<file path="src/shared/srap_map.vh">
// Constants for the serial register access port: opcodes, map, layouts, timing
//
// Function
// - Inbound frame is 24 bits MSB first: 2 opcode, 6 address, 16 payload.
// - Opcode 00 write, 01 read, 10 read-and-clear, 11 device information read.
// - Write replaces writable register and returns its earlier content.
// - Read returns register content, ignores payload, changes nothing.
// - Burst read returns successive registers within one chip-select period.
// - Read-and-clear clears status bits where payload holds one, returns content.
// - Two 64-word spaces: opcodes 00-10 application, 11 device information.
// - Device information space is read-only fixed data.
// - Opcode 11 at address 3F returns every control register except retained register 7 to default.
// - Opcode 10 at address 3F clears every status register.
// - Retained register 7 survives reset-all; only power-on reset restores it.
// - Serial input sampled on rising serial clock edges.
// - Serial output changes after falling serial clock edges.
// - Output driven while chip select low, released when it rises.
// - Reply is status byte from frame start, payload loaded at eighth rising edge.
// - Odd parity over whole frame; mismatch reported as frame error.
// - Clock count outside the lengths the opcode allows (24; read 24 plus 16s; info 16 plus 8s) rejects frame, error in next reply.
// - Burst loads next address after each payload length, wrapping after 3F.
`ifndef SRAP_MAP_VH
`define SRAP_MAP_VH

// ==========================================================
// Operation codes and special address
`define SRAP_OP_WRITE 2'h0
`define SRAP_OP_READ 2'h1
`define SRAP_OP_RDCLR 2'h2
`define SRAP_OP_INFO 2'h3
`define SRAP_ADR_ALL 6'h3F

// ==========================================================
// Application map: control block, retained register, status block
`define SRAP_CTRL_BASE 6'h00
`define SRAP_CTRL_RETAIN 3'h7
`define SRAP_STAT_BASE 6'h10
`define SRAP_CTRL_RST 16'h0000
`define SRAP_STAT_RST 16'h0000
`define SRAP_DATA_MASK 16'hFFFE

// ==========================================================
// Device information map
`define SRAP_INFO_MAKER 6'h00
`define SRAP_INFO_FAMILY 6'h01
`define SRAP_INFO_PART1 6'h02
`define SRAP_INFO_PART2 6'h03
`define SRAP_INFO_MODE 6'h10
`define SRAP_INFO_SUPV 6'h11
`define SRAP_INFO_GSBOPT 6'h3E
`define SRAP_MODE_VAL 8'hA1
`define SRAP_GSBOPT_VAL 8'h11

// ==========================================================
// Frame geometry and clock monitor
`define SRAP_CNT_ADR 10'h008
`define SRAP_CNT_INFO_MIN 10'h010
`define SRAP_CNT_FRAME 10'h018
`define SRAP_CNT_MAX 10'h3FF

// ==========================================================
// Status byte bit positions, the reset flag among them
`define SRAP_GSB_NOERR 7
`define SRAP_GSB_RST 6
`define SRAP_GSB_FERR 5
`define SRAP_GSB_FE 3
`define SRAP_GSB_DE 2
`define SRAP_GSB_GW 1

// ==========================================================
// Timing
`define SRAP_SYS_KHZ 40000
`define SRAP_CSN_TO_MS 20

`endif

</file>
<file path="src/design/srap_sync.v">
// Two-stage synchroniser for pins arriving from outside the system clock
`timescale 1ns/1ps
module srap_sync #(
   parameter W = 1,
   parameter [W-1:0] RST = {W{1'b0}}  // Reset level of each bit, its pin's idle level
) (
   input wire sys_clk,
   input wire rst_n,
   input wire [W-1:0] d,
   output wire [W-1:0] q
);
   reg [W-1:0] meta_ff;
   reg [W-1:0] sync_ff;

   // First stage feeds only the second stage
   always @(posedge sys_clk or negedge rst_n) begin
      if (!rst_n) begin
         meta_ff <= RST;
         sync_ff <= RST;
      end else begin
         meta_ff <= d;
         sync_ff <= meta_ff;
      end
   end

   assign q = sync_ff;
endmodule

</file>
<file path="src/design/srap_port.v">
// Serial register access port: frame engine, register file, device information
`timescale 1ns/1ps
`include "srap_map.vh"
module srap_port #(
   parameter [19:0] CSN_TO_CYC = `SRAP_CSN_TO_MS * `SRAP_SYS_KHZ,
   parameter [7:0] MAKER_ID = 8'h3C,  // Arbitrary value
   parameter [7:0] FAMILY_ID = 8'h7E,  // Arbitrary value
   parameter [7:0] PART_ID1 = 8'h92,  // Arbitrary value
   parameter [7:0] PART_ID2 = 8'hB6,  // Arbitrary value
   parameter [7:0] SUPV_KIND = 8'h0C  // Arbitrary value
) (
   input wire sys_clk,
   input wire rst_n,
   input wire csn_n,
   input wire sck,
   input wire sdi,
   output wire sdo_o,
   output wire sdo_oe,
   input wire fe_in,
   input wire de_in,
   input wire gw_in,
   input wire [63:0] stat_set,
   output wire [127:0] ctrl_out,
   output wire frame_error_flag
);
   // ==========================================================
   // Pin synchronisation and edge detection
   wire [2:0] pin_s;
   wire csn_s;
   wire sck_s;
   wire sdi_s;
   reg csn_d_ff;
   reg sck_d_ff;

   // Select resets to its idle high level: a zero there would look like a
   // select fall and then a rejected frame end straight after reset
   srap_sync #(.W(3), .RST(3'h4)) u_sync (
      .sys_clk(sys_clk),
      .rst_n(rst_n),
      .d({csn_n, sck, sdi}),
      .q(pin_s)
   );
   assign csn_s = pin_s[2];
   assign sck_s = pin_s[1];
   assign sdi_s = pin_s[0];

   // Delayed copies of synchronised levels for edge finding
   // Their reset levels equal the pins' idle levels, so no false edge follows reset
   always @(posedge sys_clk or negedge rst_n) begin
      if (!rst_n) begin
         csn_d_ff <= 1'b1;
         sck_d_ff <= 1'b0;
      end else begin
         csn_d_ff <= csn_s;
         sck_d_ff <= sck_s;
      end
   end

   wire frm_start = csn_d_ff & ~csn_s;
   wire frm_end = ~csn_d_ff & csn_s;
   wire in_frame = ~csn_s & ~csn_d_ff;
   wire sck_rise = in_frame & sck_s & ~sck_d_ff;
   wire sck_fall = in_frame & ~sck_s & sck_d_ff;

   // ==========================================================
   // Frame state
   // Cleared at every select fall, so no frame inherits the last one's count
   reg [23:0] in_ff;
   reg [23:0] out_ff;
   reg [9:0] rcnt_ff;
   reg [1:0] op_ff;
   reg [5:0] adr_ff;
   reg [7:0] gsb_ff;
   reg par_ok_ff;
   reg to_ff;
   reg [19:0] to_cnt_ff;
   reg rstb_ff;
   reg ferr_ff;
   reg [15:0] ctrl_ff [0:7];
   reg [15:0] stat_ff [0:3];

   wire [9:0] nxt_rcnt = (rcnt_ff == `SRAP_CNT_MAX) ? rcnt_ff : rcnt_ff + 10'h001;
   // Opcode and address as they stand at the eighth rising edge
   wire [1:0] cur_op = in_ff[6:5];
   wire [5:0] cur_adr = {in_ff[4:0], sdi_s};
   wire adr_load = sck_rise & (nxt_rcnt == `SRAP_CNT_ADR);
   // Burst reload after each further payload length
   wire burst_load = sck_rise & (op_ff == `SRAP_OP_READ) & (nxt_rcnt >= `SRAP_CNT_FRAME)
      & (nxt_rcnt[3:0] == 4'h8);
   wire [5:0] nxt_adr = adr_ff + 6'h01;  // Wraps after 3F

   // ==========================================================
   // Read data selection for application and information spaces
   // Block bases as parameters, so that their upper bits can be selected
   localparam [5:0] CTRL_BASE = `SRAP_CTRL_BASE;
   localparam [5:0] STAT_BASE = `SRAP_STAT_BASE;

   function [15:0] app_rd;
      input [5:0] a;
      begin
         app_rd = 16'h0000;
         if (a[5:3] == CTRL_BASE[5:3])
            app_rd = ctrl_ff[a[2:0]];
         else if (a[5:2] == STAT_BASE[5:2])
            app_rd = stat_ff[a[1:0]];
      end
   endfunction

   // Unused information addresses read as zero
   function [7:0] info_rd;
      input [5:0] a;
      begin
         case (a)
            `SRAP_INFO_MAKER: info_rd = MAKER_ID;
            `SRAP_INFO_FAMILY: info_rd = FAMILY_ID;
            `SRAP_INFO_PART1: info_rd = PART_ID1;
            `SRAP_INFO_PART2: info_rd = PART_ID2;
            `SRAP_INFO_MODE: info_rd = `SRAP_MODE_VAL;
            `SRAP_INFO_SUPV: info_rd = SUPV_KIND;
            `SRAP_INFO_GSBOPT: info_rd = `SRAP_GSBOPT_VAL;
            default: info_rd = 8'h00;
         endcase
      end
   endfunction

   // Payload word with odd parity in bit 0; first word also covers status byte
   // Burst words carry parity over their own sixteen bits only
   reg [15:0] ld_word;
   reg [15:0] ld_raw;
   always @* begin
      ld_raw = 16'h0000;
      if (adr_load) begin
         if (cur_op == `SRAP_OP_INFO)
            ld_raw = {info_rd(cur_adr), 8'h00};  // Info payload then zeros
         else
            ld_raw = app_rd(cur_adr) & `SRAP_DATA_MASK;
         ld_word = {ld_raw[15:1], ~(^gsb_ff ^ ^ld_raw[15:1])};
      end else begin
         ld_raw = app_rd(nxt_adr) & `SRAP_DATA_MASK;
         ld_word = {ld_raw[15:1], ~(^ld_raw[15:1])};
      end
   end

   // ==========================================================
   // Status byte as seen at frame start
   // Bits 4 and 0 are unused and held at zero
   wire [7:0] gsb_now;
   assign gsb_now[`SRAP_GSB_RST] = rstb_ff;
   assign gsb_now[`SRAP_GSB_FERR] = ferr_ff;
   assign gsb_now[4] = 1'b0;
   assign gsb_now[`SRAP_GSB_FE] = fe_in;
   assign gsb_now[`SRAP_GSB_DE] = de_in;
   assign gsb_now[`SRAP_GSB_GW] = gw_in;
   assign gsb_now[0] = 1'b0;
   assign gsb_now[`SRAP_GSB_NOERR] = ~(|gsb_now[6:0]);

   // ==========================================================
   // Shift engine: sample on rise, present on fall
   // Bit 23 is never loaded on a rise, so the pin moves only after a fall
   always @(posedge sys_clk or negedge rst_n) begin
      if (!rst_n) begin
         in_ff <= 24'h000000;
         out_ff <= 24'h000000;
         rcnt_ff <= 10'h000;
         op_ff <= 2'h0;
         adr_ff <= 6'h00;
         gsb_ff <= 8'h00;
         par_ok_ff <= 1'b1;
      end else if (frm_start) begin
         in_ff <= 24'h000000;
         out_ff <= {gsb_now, 16'h0000};  // Status byte first
         gsb_ff <= gsb_now;
         rcnt_ff <= 10'h000;
         op_ff <= 2'h0;
         adr_ff <= 6'h00;
         par_ok_ff <= 1'b1;
      end else if (sck_rise) begin
         rcnt_ff <= nxt_rcnt;  // Clock monitor count
         if (rcnt_ff < `SRAP_CNT_FRAME)
            in_ff <= {in_ff[22:0], sdi_s};
         if (nxt_rcnt == `SRAP_CNT_FRAME)
            par_ok_ff <= ^{in_ff[22:0], sdi_s};  // Odd parity
         if (adr_load) begin
            op_ff <= cur_op;
            adr_ff <= cur_adr;
            out_ff[22:7] <= ld_word;  // Payload loaded here
         end else if (burst_load) begin
            adr_ff <= nxt_adr;
            out_ff[22:7] <= ld_word;
         end else if ((nxt_rcnt > `SRAP_CNT_FRAME) && (op_ff != `SRAP_OP_READ))
            out_ff[22:7] <= 16'h0000;  // Extra clocks of a non-read frame shift out zeros
      end else if (sck_fall) begin
         out_ff <= {out_ff[22:0], 1'b0};
      end
   end

   // Output follows flop; driven only inside chip select
   assign sdo_o = out_ff[23];
   assign sdo_oe = ~csn_s;

   // ==========================================================
   // Chip-select low timeout
   // The count halts once the flag is up, so a long burst cannot wrap it
   always @(posedge sys_clk or negedge rst_n) begin
      if (!rst_n) begin
         to_cnt_ff <= 20'h00000;
         to_ff <= 1'b0;
      end else if (frm_start) begin
         to_cnt_ff <= 20'h00000;
         to_ff <= 1'b0;
      end else if (in_frame && !to_ff) begin
         to_cnt_ff <= to_cnt_ff + 20'h00001;
         if (to_cnt_ff >= CSN_TO_CYC - 20'h00001)
            to_ff <= 1'b1;  // Frame abandoned
      end
   end

   // ==========================================================
   // Frame acceptance at chip select rise
   // Info frames may stop at 16 clocks, before the parity bit arrives
   reg cnt_ok;
   always @* begin
      case (op_ff)
         `SRAP_OP_INFO: cnt_ok = (rcnt_ff >= `SRAP_CNT_INFO_MIN) && (rcnt_ff[2:0] == 3'h0);
         `SRAP_OP_READ: cnt_ok = (rcnt_ff >= `SRAP_CNT_FRAME) && (rcnt_ff[3:0] == 4'h8);
         default: cnt_ok = (rcnt_ff == `SRAP_CNT_FRAME);
      endcase
   end

   // Late abort and bad count or parity reject the whole frame
   wire frm_ok = cnt_ok & par_ok_ff & ~to_ff;
   wire commit = frm_end & frm_ok;
   wire [5:0] in_adr = in_ff[21:16];
   wire [15:0] in_pay = in_ff[15:0] & `SRAP_DATA_MASK;
   wire do_write = commit & (op_ff == `SRAP_OP_WRITE);
   wire do_clr = commit & (op_ff == `SRAP_OP_RDCLR);
   wire clr_all = do_clr & (in_adr == `SRAP_ADR_ALL);
   // Short info frames never fill the address field of in_ff; use the decoded one
   wire rst_ctrl = commit & (op_ff == `SRAP_OP_INFO) & (adr_ff == `SRAP_ADR_ALL);

   // Reset flag falls on the first good frame; error flag tracks last frame
   always @(posedge sys_clk or negedge rst_n) begin
      if (!rst_n) begin
         rstb_ff <= 1'b1;
         ferr_ff <= 1'b0;
      end else if (frm_end) begin
         if (frm_ok)
            rstb_ff <= 1'b0;
         ferr_ff <= ~frm_ok;  // Shown in the next reply
      end
   end

   // ==========================================================
   // Control registers
   // Writes to the status block or to unused addresses are dropped
   integer i;
   always @(posedge sys_clk or negedge rst_n) begin
      if (!rst_n) begin
         for (i = 0; i < 8; i = i + 1)
            ctrl_ff[i] <= `SRAP_CTRL_RST;  // Power-on restores all
      end else begin
         for (i = 0; i < 8; i = i + 1) begin
            if (rst_ctrl && i != `SRAP_CTRL_RETAIN)
               ctrl_ff[i] <= `SRAP_CTRL_RST;  // Retained one is skipped
            else if (do_write && in_adr[5:3] == CTRL_BASE[5:3] && in_adr[2:0] == i)
               ctrl_ff[i] <= in_pay;
         end
      end
   end

   // ==========================================================
   // Status registers: a set in the clearing cycle wins
   // A flag raised in the cycle a clearing frame ends survives for the next read
   integer j;
   always @(posedge sys_clk or negedge rst_n) begin
      if (!rst_n) begin
         for (j = 0; j < 4; j = j + 1)
            stat_ff[j] <= `SRAP_STAT_RST;
      end else begin
         for (j = 0; j < 4; j = j + 1) begin
            if (clr_all)
               stat_ff[j] <= stat_set[16*j +: 16] & `SRAP_DATA_MASK;
            else if (do_clr && in_adr[5:2] == STAT_BASE[5:2] && in_adr[1:0] == j)
               stat_ff[j] <= ((stat_ff[j] & ~in_pay) | stat_set[16*j +: 16])
                  & `SRAP_DATA_MASK;
            else
               stat_ff[j] <= (stat_ff[j] | stat_set[16*j +: 16]) & `SRAP_DATA_MASK;
         end
      end
   end

   // ==========================================================
   // Outputs
   // Word i of the control block sits at bits 16*i and up
   genvar g;
   generate
      for (g = 0; g < 8; g = g + 1) begin : g_ctrl
         assign ctrl_out[16*g +: 16] = ctrl_ff[g];
      end
   endgenerate
   assign frame_error_flag = ferr_ff;
endmodule

</file>
<file path="config.mk">
export PLATFORM = sky130hd
export DESIGN_NAME = srap_port
export DESIGN_NICKNAME = d
export VERILOG_FILES = /design/src/design/srap_sync.v /design/src/design/srap_port.v
export VERILOG_INCLUDE_DIRS = /design/src /design/src/shared
export SDC_FILE = /design/constraint.sdc
export NUM_CORES = 1
export LEC_CHECK = 0
export BUFFER_PORTS_ARGS = -buffer_cell sky130_fd_sc_hd__buf_2
export CORE_ASPECT_RATIO = 1.1
export CORE_MARGIN = 5
export CORE_UTILIZATION = 45
export DETAILED_ROUTE_END_ITERATION = 6
export PLACE_DENSITY_LB_ADDON = 0.1
export SYNTH_ARGS = -nofsm -noshare
export SYNTH_HDL_FRONTEND = slang
export SYNTH_HIERARCHICAL = 1
export SYNTH_SLANG_ARGS = --single-unit
</file>
<file path="constraint.sdc">
create_clock -name sys_clk -period 3.2 [get_ports sys_clk]
set_clock_uncertainty 0.2 [all_clocks]
set_input_delay 0.32 -clock sys_clk [delete_from_list [all_inputs] [get_ports sys_clk]]
set_output_delay 0.32 -clock sys_clk [all_outputs]
set_load 0.02 [all_outputs]
</file>
# Word level (Yosys, flattened, before mapping)
# Cells that the tools add are included.
word_totals:
  regBits: 294
  in_bits: 72
  rom_bits: 0
  mem_count: 0
  ramBits: 0
  latch_bits: 0
op_classes:
  multipliers: 0
  n_eq_ne: 34
  div: 0
  order_cmp: 10
  n_bitwise: 46
  n_reduce_logical: 56
  mux: 73
  add_sub_neg: 3
  n_shift: 0
op_table:
  columns: ["op", "n"]
  rows:
  - ["two-way mux 16 bit", 42]
  - ["OR 16 bit", 8]
  - ["binary-select mux 16 bit (select 3 bit)", 2]
  - ["two-way mux 23 bit", 3]
  - ["bitwise AND 16 bit", 4]
  - ["binary-select mux 16 bit (select 2 bit)", 2]
  - ["one-hot mux 8 bit (7 select lines)", 1]
  - ["two-way mux 24 bit", 2]
  - ["two-way mux 20 bit", 2]
  - ["greater-or-equal comparator 10 x 5 -> 1 bit (second input constant)", 3]
  - ["two-way mux 10 bit", 3]
  - ["XOR reduction 15 bit", 2]
  - ["nonzero test 2 bit", 14]
  - ["two-way mux 6 bit", 4]
  - ["XOR reduction 24 bit", 1]
  - ["adder 20 x 1 -> 20 bit (second input constant)", 1]
  - ["equality test 10 x 5 -> 1 bit (second input constant)", 2]
  - ["greater-or-equal comparator 20 bit (second input constant)", 1]
  - ["bitwise AND 1 bit", 19]
  - ["equality test 6 bit (second input constant)", 3]
  - ["logical AND 1 bit", 18]
  - ["inverter 16 bit", 1]
  - ["AND reduction 2 bit", 8]
  - ["zero test 3 bit", 5]
  - ["other kinds (35)", 71]

# Logic depth before layout (Yosys ltp)
logic_depth:
  ltp_word: 16
  mapped_depth: 14
  ltp_nobuf: 11

# By module
# The synthesis kept the hierarchy.
by_module_without_submodules:
  columns: ["module", "area_each_um2", "n_inst", "cells_per_inst"]
  rows:
  - ["srap_port", 15463.6, 1, 1581]
  - ["srap_sync", 152.6, 1, 6]

# Worst setup path after synthesis
# No wires, ideal clock.
synth_path:
  path_kind: "register -> register"
  startpoint: "reg rcnt_ff[6]"
  endpoint: "reg ctrl_ff, in the netlist ctrl_out[117]"
  path_buffers: 2
  arrival_ns: 3.025
  required_time_ns: 2.875
  stages_incl_launch_ff: 11
  path_slack_ns: -0.150
  cell_sequence: "dfrtp_1 -> or4_4 -> nor2_2 -> a31oi_1 -> nor4_2 -> or3b_1 -> buf_2 -> or3_4 -> nor2_2 -> buf_4 -> mux2_2"
synth_via:
  elab_chain_len: 9
synth_rtl:
  columns: ["element", "line", "text"]
  rows:
  - ["from (decl)", "srap_port.v:70", "reg [9:0] rcnt_ff;"]
  - ["from (signal assigned)", "srap_port.v:178", "rcnt_ff <= nxt_rcnt;"]
  - ["greater-or-equal comparator 10 x 5 -> 1 bit (no source line)", null, null]
  - ["logical AND 1 bit (on tied branches)", "srap_port.v:225, srap_port.v:224", null]
  - ["one-hot mux 1 bit (2 select lines) *", "srap_port.v:223", "case (op_ff)"]
  - ["bitwise AND 1 bit * (2 in a row)", "srap_port.v:231", "wire frm_ok = cnt_ok & par_ok_ff & ~to_ff;"]
  - ["bitwise AND 1 bit *", "srap_port.v:232", "wire commit = frm_end & frm_ok;"]
  - ["bitwise AND 1 bit *", "srap_port.v:235", "wire do_write = commit & (op_ff == `SRAP_OP_WRITE);"]
  - ["logical AND 1 bit * (2 in a row)", "srap_port.v:265", "else if (do_write && in_adr[5:3] == CTRL_BASE[5:3] && in_adr[2:0] == i)"]
  - ["to (signal, indexed assignment)", "srap_port.v:260", "ctrl_ff[i] <= `SRAP_CTRL_RST;"]
  - ["to (signal, indexed assignment)", "srap_port.v:264", "ctrl_ff[i] <= `SRAP_CTRL_RST;"]
  - ["to (signal, indexed assignment)", "srap_port.v:266", "ctrl_ff[i] <= in_pay;"]
  - ["to (decl)", "srap_port.v:79", "reg [15:0] ctrl_ff [0:7];"]
# Mark *: on every way between the ends. The rest lies on a longest branch, timed or not.
# A chain may end at the register's enable or synchronous reset.

# Final worst setup path
layout_path:
  startpoint: "reg rcnt_ff[6]"
  endpoint: "reg ctrl_ff, in the netlist ctrl_out[97]"
layout_via:
  elab_chain_len: 10
layout_rtl:
  columns: ["element", "line"]
  rows:
  - ["greater-or-equal comparator 10 x 5 -> 1 bit (no source line)", null]
  - ["logical AND 1 bit (on tied branches)", "srap_port.v:225, srap_port.v:224"]
  - ["one-hot mux 1 bit (2 select lines) *", "srap_port.v:223"]
  - ["bitwise AND 1 bit * (2 in a row)", "srap_port.v:231"]
  - ["bitwise AND 1 bit *", "srap_port.v:232"]
  - ["bitwise AND 1 bit", "srap_port.v:235"]
  - ["logical AND 1 bit (2 in a row)", "srap_port.v:265"]
  - ["nonzero test 2 bit (no source line)", null]
# Marks and branches as above.

==> results.txt <==
----------------------------------------------------
[Status]
  Outcome ... finished, violations left
  Failing checks ... negative setup slack

[STA]
  Clock period minus final worst setup slack ... 3.36 ns
  Actual transition at the worst max-transition pin ... 0.806 ns
  Worst max-slew margin expressed relative to the limit ... 0.463
  Final period utilization ... 1.05
  Final Hold Violating Endpoints ... 0
  Final hold slack ... 0.158 ns
  Unrepaired setup endpoints after global routing ... true
  Final setup viols ... between 150 and 200
  Setup total negative slack ... -7.90 ns
  Number of pins with negative max-slew slack in the final report ... 0
  Max Clk Rate ... a little under 300 MHz
  Worst Setup Slack, final ... -0.159 ns

[Place]
  Number of port buffers ... 190
  Dpl ws ... -0.271 ns
  Weighted congestion reported at the end of routability-driven placement ... about 0.9
  # placed instances ... approximately 2200
  Placed wire-length estimate after detailed placement ... between 30 and 40 mm

[Yosys]
  Syn. warnings ... 6
  Synthesized flop and latch total ... approximately 280
  Number of distinct library cells after synthesis ... 73
  Dominant register cell in the synthesized netlist ... sky130_fd_sc_hd__dfrtp_1
  Cell area after technology mapping ... 0.0156 mm²
  Count of flip-flops with a built-in enable after synthesis ... 0
  Avg Inst Size Synth ... 9.84 µm²
  Dominant cell type by area after synthesis ... sky130_fd_sc_hd__dfrtp_1
  Proportion of register bits with asynchronous set or reset after synthesis ... 1.00
  Proportion of netlist area held by the largest area contributor ... 0.434
  Synthesized instance count ... roughly 1600
  Share of the yosys chip area belonging to registers ... 0.443
  Top post-synthesis cells by area ... sky130_fd_sc_hd__dfrtp_1 43%, sky130_fd_sc_hd__mux4_2 12%, sky130_fd_sc_hd__nand2_1 9.5%

[Setup path]
  Largest fanout of any net on the critical path ... 8
  Crit Path Category ... register to register
  Kind of end point of the critical path ... register
  Critical Path Source Type ... register
  Crit path DAT ... 3.67 ns
  Data required time of the worst path ... around 3.5 ns

[Clock network]
  Number of buffers created by CTS ... 31
  Skew-Pair Late Insertion Delay ... between 0.5 and 0.6 ns
  Cell at the root of the clock tree ... sky130_fd_sc_hd__clkbuf_16
  Count of clock tree sinks ... around 280
  H-tree levels ... 1
  TritonCTS clock tree ... built
  Post-CTS clock slew at the launch and capture registers of the worst setup and hold paths ... around 0.060 ns
  Maximum buffer depth of the clock tree ... 3

[Hold path]
  Min-delay worst type ... register to register

[Layout]
  Post-Route Utilization ... 0.606
  Multi-input combinational cell area ... around 0.0085 mm²
  Fraction of final layout cells with drive strength greater than 1 ... 0.345
  Final non-filler cell total ... around 2400
  Number of antenna repair diodes ... 0
  Number of nets in the final layout ... about 2000
  Flip-flop and latch area ... 0.00692 mm²
  Fillers ... around 2800
  Layout overhead on the synthesized area ... 32.7%

[Pwr]
  Leak ... around 8.7 nW
  Peak supply drop ... 0.382 mV
  Cell Pwr Density ... between 300 and 400 mW/mm²

[Floorplan]
  Die Width ... ~190 µm
  Die Y-Extent ... between 200 and 250 µm
  Area of the die ... slightly below 0.04 mm²
  Initial core utilization ... 0.457
  Area of the core region ... roughly 0.034 mm²
  I/O pin count ... ~200
  Number of placement rows ... 71

[GRT]
  Number of antenna violations at the first check in global routing ... 0
  Overflow left after global routing ... 0
  Wire length of the first global-routing pass ... ~84 mm
  Overall global routing resource usage ... 0.277
  Via count of the first global-routing pass ... around 14000
  Maximum number of pins on one net before global-route repair ... approximately 110

[Flow run]
  Max-capacitance violation count ... 0

[Routing]
  First-pass iteration count of the detailed router ... 6
  Total via count after detailed routing ... approximately 14000
  DRC ... 0
  Number of nets still failing antenna checks after routing ... 0
  Number of DRC markers in iteration 0 ... between 1000 and 1500
  Wirelength, routed ... 56.2 mm
  Ratio of routed vias to standard cells ... 5.96
  Routed len/inst ... ~24 µm

----------------------------------------------------
power by group:
| part | internal (mW) | switching, mW | total [mW] | leakage [nW] |
|---|---|---|---|---|
| Clock | 2.36 | 1.54 | 3.90 | 0.561 |
| Combinational | 0.240 | 0.301 | 0.542 | 4.70 |
| Sequential | 3.54 | 0.0290 | 3.57 | 3.47 |
| Total | 6.13 | 1.87 | 8.01 | 8.74 |
cells in the final DEF, fill, tap and decap left out, drive strengths merged, types with 5 or more instances in the layout:
cell	synthesis	routed
or3	7	7
nor4	8	8
bufinv	0	5
clkinv	0	10
dlygate4sd3	0	67
mux2	34	34
a211oi	7	7
a222oi	5	5
nand3	30	30
nand4	6	6
nor3	15	15
conb	1	8
o32ai	12	12
xnor2	49	49
mux2i	28	28
nand2	397	397
a21oi	157	157
inv	33	35
o41ai	7	7
nor2	59	59
buf	39	357
a31oi	6	6
a31o	60	60
o22ai	8	8
xor2	13	13
o31ai	13	13
dfrtp	271	271
o21ai	45	45
clkbuf	95	48
ha	15	15
mux4	81	81
o211ai	6	6
nand2b	9	9
dfstp	5	5
a221oi	6	6
sequential cells by signal, summed over array words and instances (netlist names):
signal / count
gsb_ff: 6
op_ff: 2
rstb_ff: 1
u_sync/q: 3
stat_ff: 60
sck_d_ff: 1
frame_error_flag: 1
rcnt_ff: 10
ctrl_out: 120
csn_d_ff: 1
in_ff: 23
u_sync/meta_ff: 3
par_ok_ff: 1
out_ff: 17
to_ff: 1
to_cnt_ff: 20
adr_ff: 6
area by class of cell:
class | instances | share of cell area
inverters | 33 | 0.00598
clock inverters | 17 | 0.0105
clock buffers | 41 | 0.0431
well taps | 438 | 0.0264
repair buffers | 431 | 0.171
flip-flops and latches | 276 | 0.334
multi-input cells | 1151 | 0.409
through the flow:
step	power [mW]	area, µm²
after global routing	8.26	20700
final	8.01	20700
after global placement	4.10	18000
after detailed placement	4.11	18000
after CTS	8.07	20000
after floorplan	3.88	15700
final timing paths:
path                                 to  cells past startpoint  slack, ns               from
hold / removal              u_sync/q[0]                      0       0.16  u_sync/meta_ff[0]
min in group asynchronous   stat_ff[29]                      2       0.17              rst_n
setup / recovery           ctrl_out[97]                     13      -0.16         rcnt_ff[6]
max in group asynchronous      in_ff[6]                      3       1.76              rst_n
setup reg to reg           ctrl_out[97]                     13      -0.16         rcnt_ff[6]
hold reg to reg             u_sync/q[0]                      0       0.16  u_sync/meta_ff[0]
per-layer routing:
| metal | track usage | up-vias | share of wire |
|---|---|---|---|
| li1 | - | 6329 | - |
| met2 | 0.458 | 648 | 0.49 |
| met4 | 0.0923 | 0 | 0.034 |
| met5 | 0 | - | 0 |
| met1 | 0.377 | 7137 | 0.41 |
| met3 | 0.0433 | 110 | 0.071 |
synth_stat cells (4+ instances only):
cell                          n
sky130_fd_sc_hd__o211ai_1     6
sky130_fd_sc_hd__buf_1        6
sky130_fd_sc_hd__buf_2       19
sky130_fd_sc_hd__ha_1        15
sky130_fd_sc_hd__o41ai_1      7
sky130_fd_sc_hd__clkbuf_1    95
sky130_fd_sc_hd__mux2_2      34
sky130_fd_sc_hd__dfstp_2      5
sky130_fd_sc_hd__xor2_1      13
sky130_fd_sc_hd__mux2i_1     28
sky130_fd_sc_hd__o21ai_0     45
sky130_fd_sc_hd__nor2b_1      4
sky130_fd_sc_hd__o32ai_1     12
sky130_fd_sc_hd__nor4_1       7
sky130_fd_sc_hd__a221oi_1     6
sky130_fd_sc_hd__a21o_1       4
sky130_fd_sc_hd__nor2_1      52
sky130_fd_sc_hd__a31o_2      46
sky130_fd_sc_hd__mux4_2      81
sky130_fd_sc_hd__dfrtp_1    271
sky130_fd_sc_hd__a31oi_1      6
sky130_fd_sc_hd__or3_1        6
sky130_fd_sc_hd__a211oi_1     7
sky130_fd_sc_hd__inv_1       32
sky130_fd_sc_hd__nand3_1     30
sky130_fd_sc_hd__nor3_1      13
sky130_fd_sc_hd__buf_4       13
sky130_fd_sc_hd__nor2_2       4
sky130_fd_sc_hd__nand2b_1     9
sky130_fd_sc_hd__o2bb2ai_1    4
sky130_fd_sc_hd__nand4_1      6
sky130_fd_sc_hd__nand2_1    397
sky130_fd_sc_hd__a31o_1      14
sky130_fd_sc_hd__a21oi_1    157
sky130_fd_sc_hd__and3_1       4
sky130_fd_sc_hd__o31ai_1     13
sky130_fd_sc_hd__a222oi_1     5
sky130_fd_sc_hd__xnor2_1     49
sky130_fd_sc_hd__o22ai_1      8
what timing repair did:
action,in CTS,in global routing
endpoints found under the hold margin,158,0
endpoints found under the setup margin,186,190
resized for setup,17,90
setup buffers,1,21
hold buffers,67,0
gates cloned,2,8
pin swaps,4,16
cells by family after synthesis:
family / share of synthesized area
flip-flops: 0.443
buffers and inverters: 0.0453
multiplexers: 0.159
AND/OR/NAND/NOR: 0.152
XOR/XNOR: 0.0362
adder cells (fa/ha/maj): 0.0120
other: 0.000240
AO/OA/AOI/OAI: 0.153
critical path, cell delays in order (launching register included):
cell                      delay, ns
sky130_fd_sc_hd__dfrtp_1       0.37
sky130_fd_sc_hd__or4_4         0.56
sky130_fd_sc_hd__nor2_4        0.14
sky130_fd_sc_hd__a31oi_4       0.11
sky130_fd_sc_hd__nor4_4        0.19
sky130_fd_sc_hd__or3b_4        0.44
sky130_fd_sc_hd__buf_6         0.13
sky130_fd_sc_hd__or3_4         0.42
sky130_fd_sc_hd__buf_6         0.14
sky130_fd_sc_hd__nor2_4        0.15
sky130_fd_sc_hd__buf_12        0.17
sky130_fd_sc_hd__buf_4         0.13
sky130_fd_sc_hd__nand2_4       0.04
sky130_fd_sc_hd__a21oi_2       0.11
(Power assumes the default switching activity.)
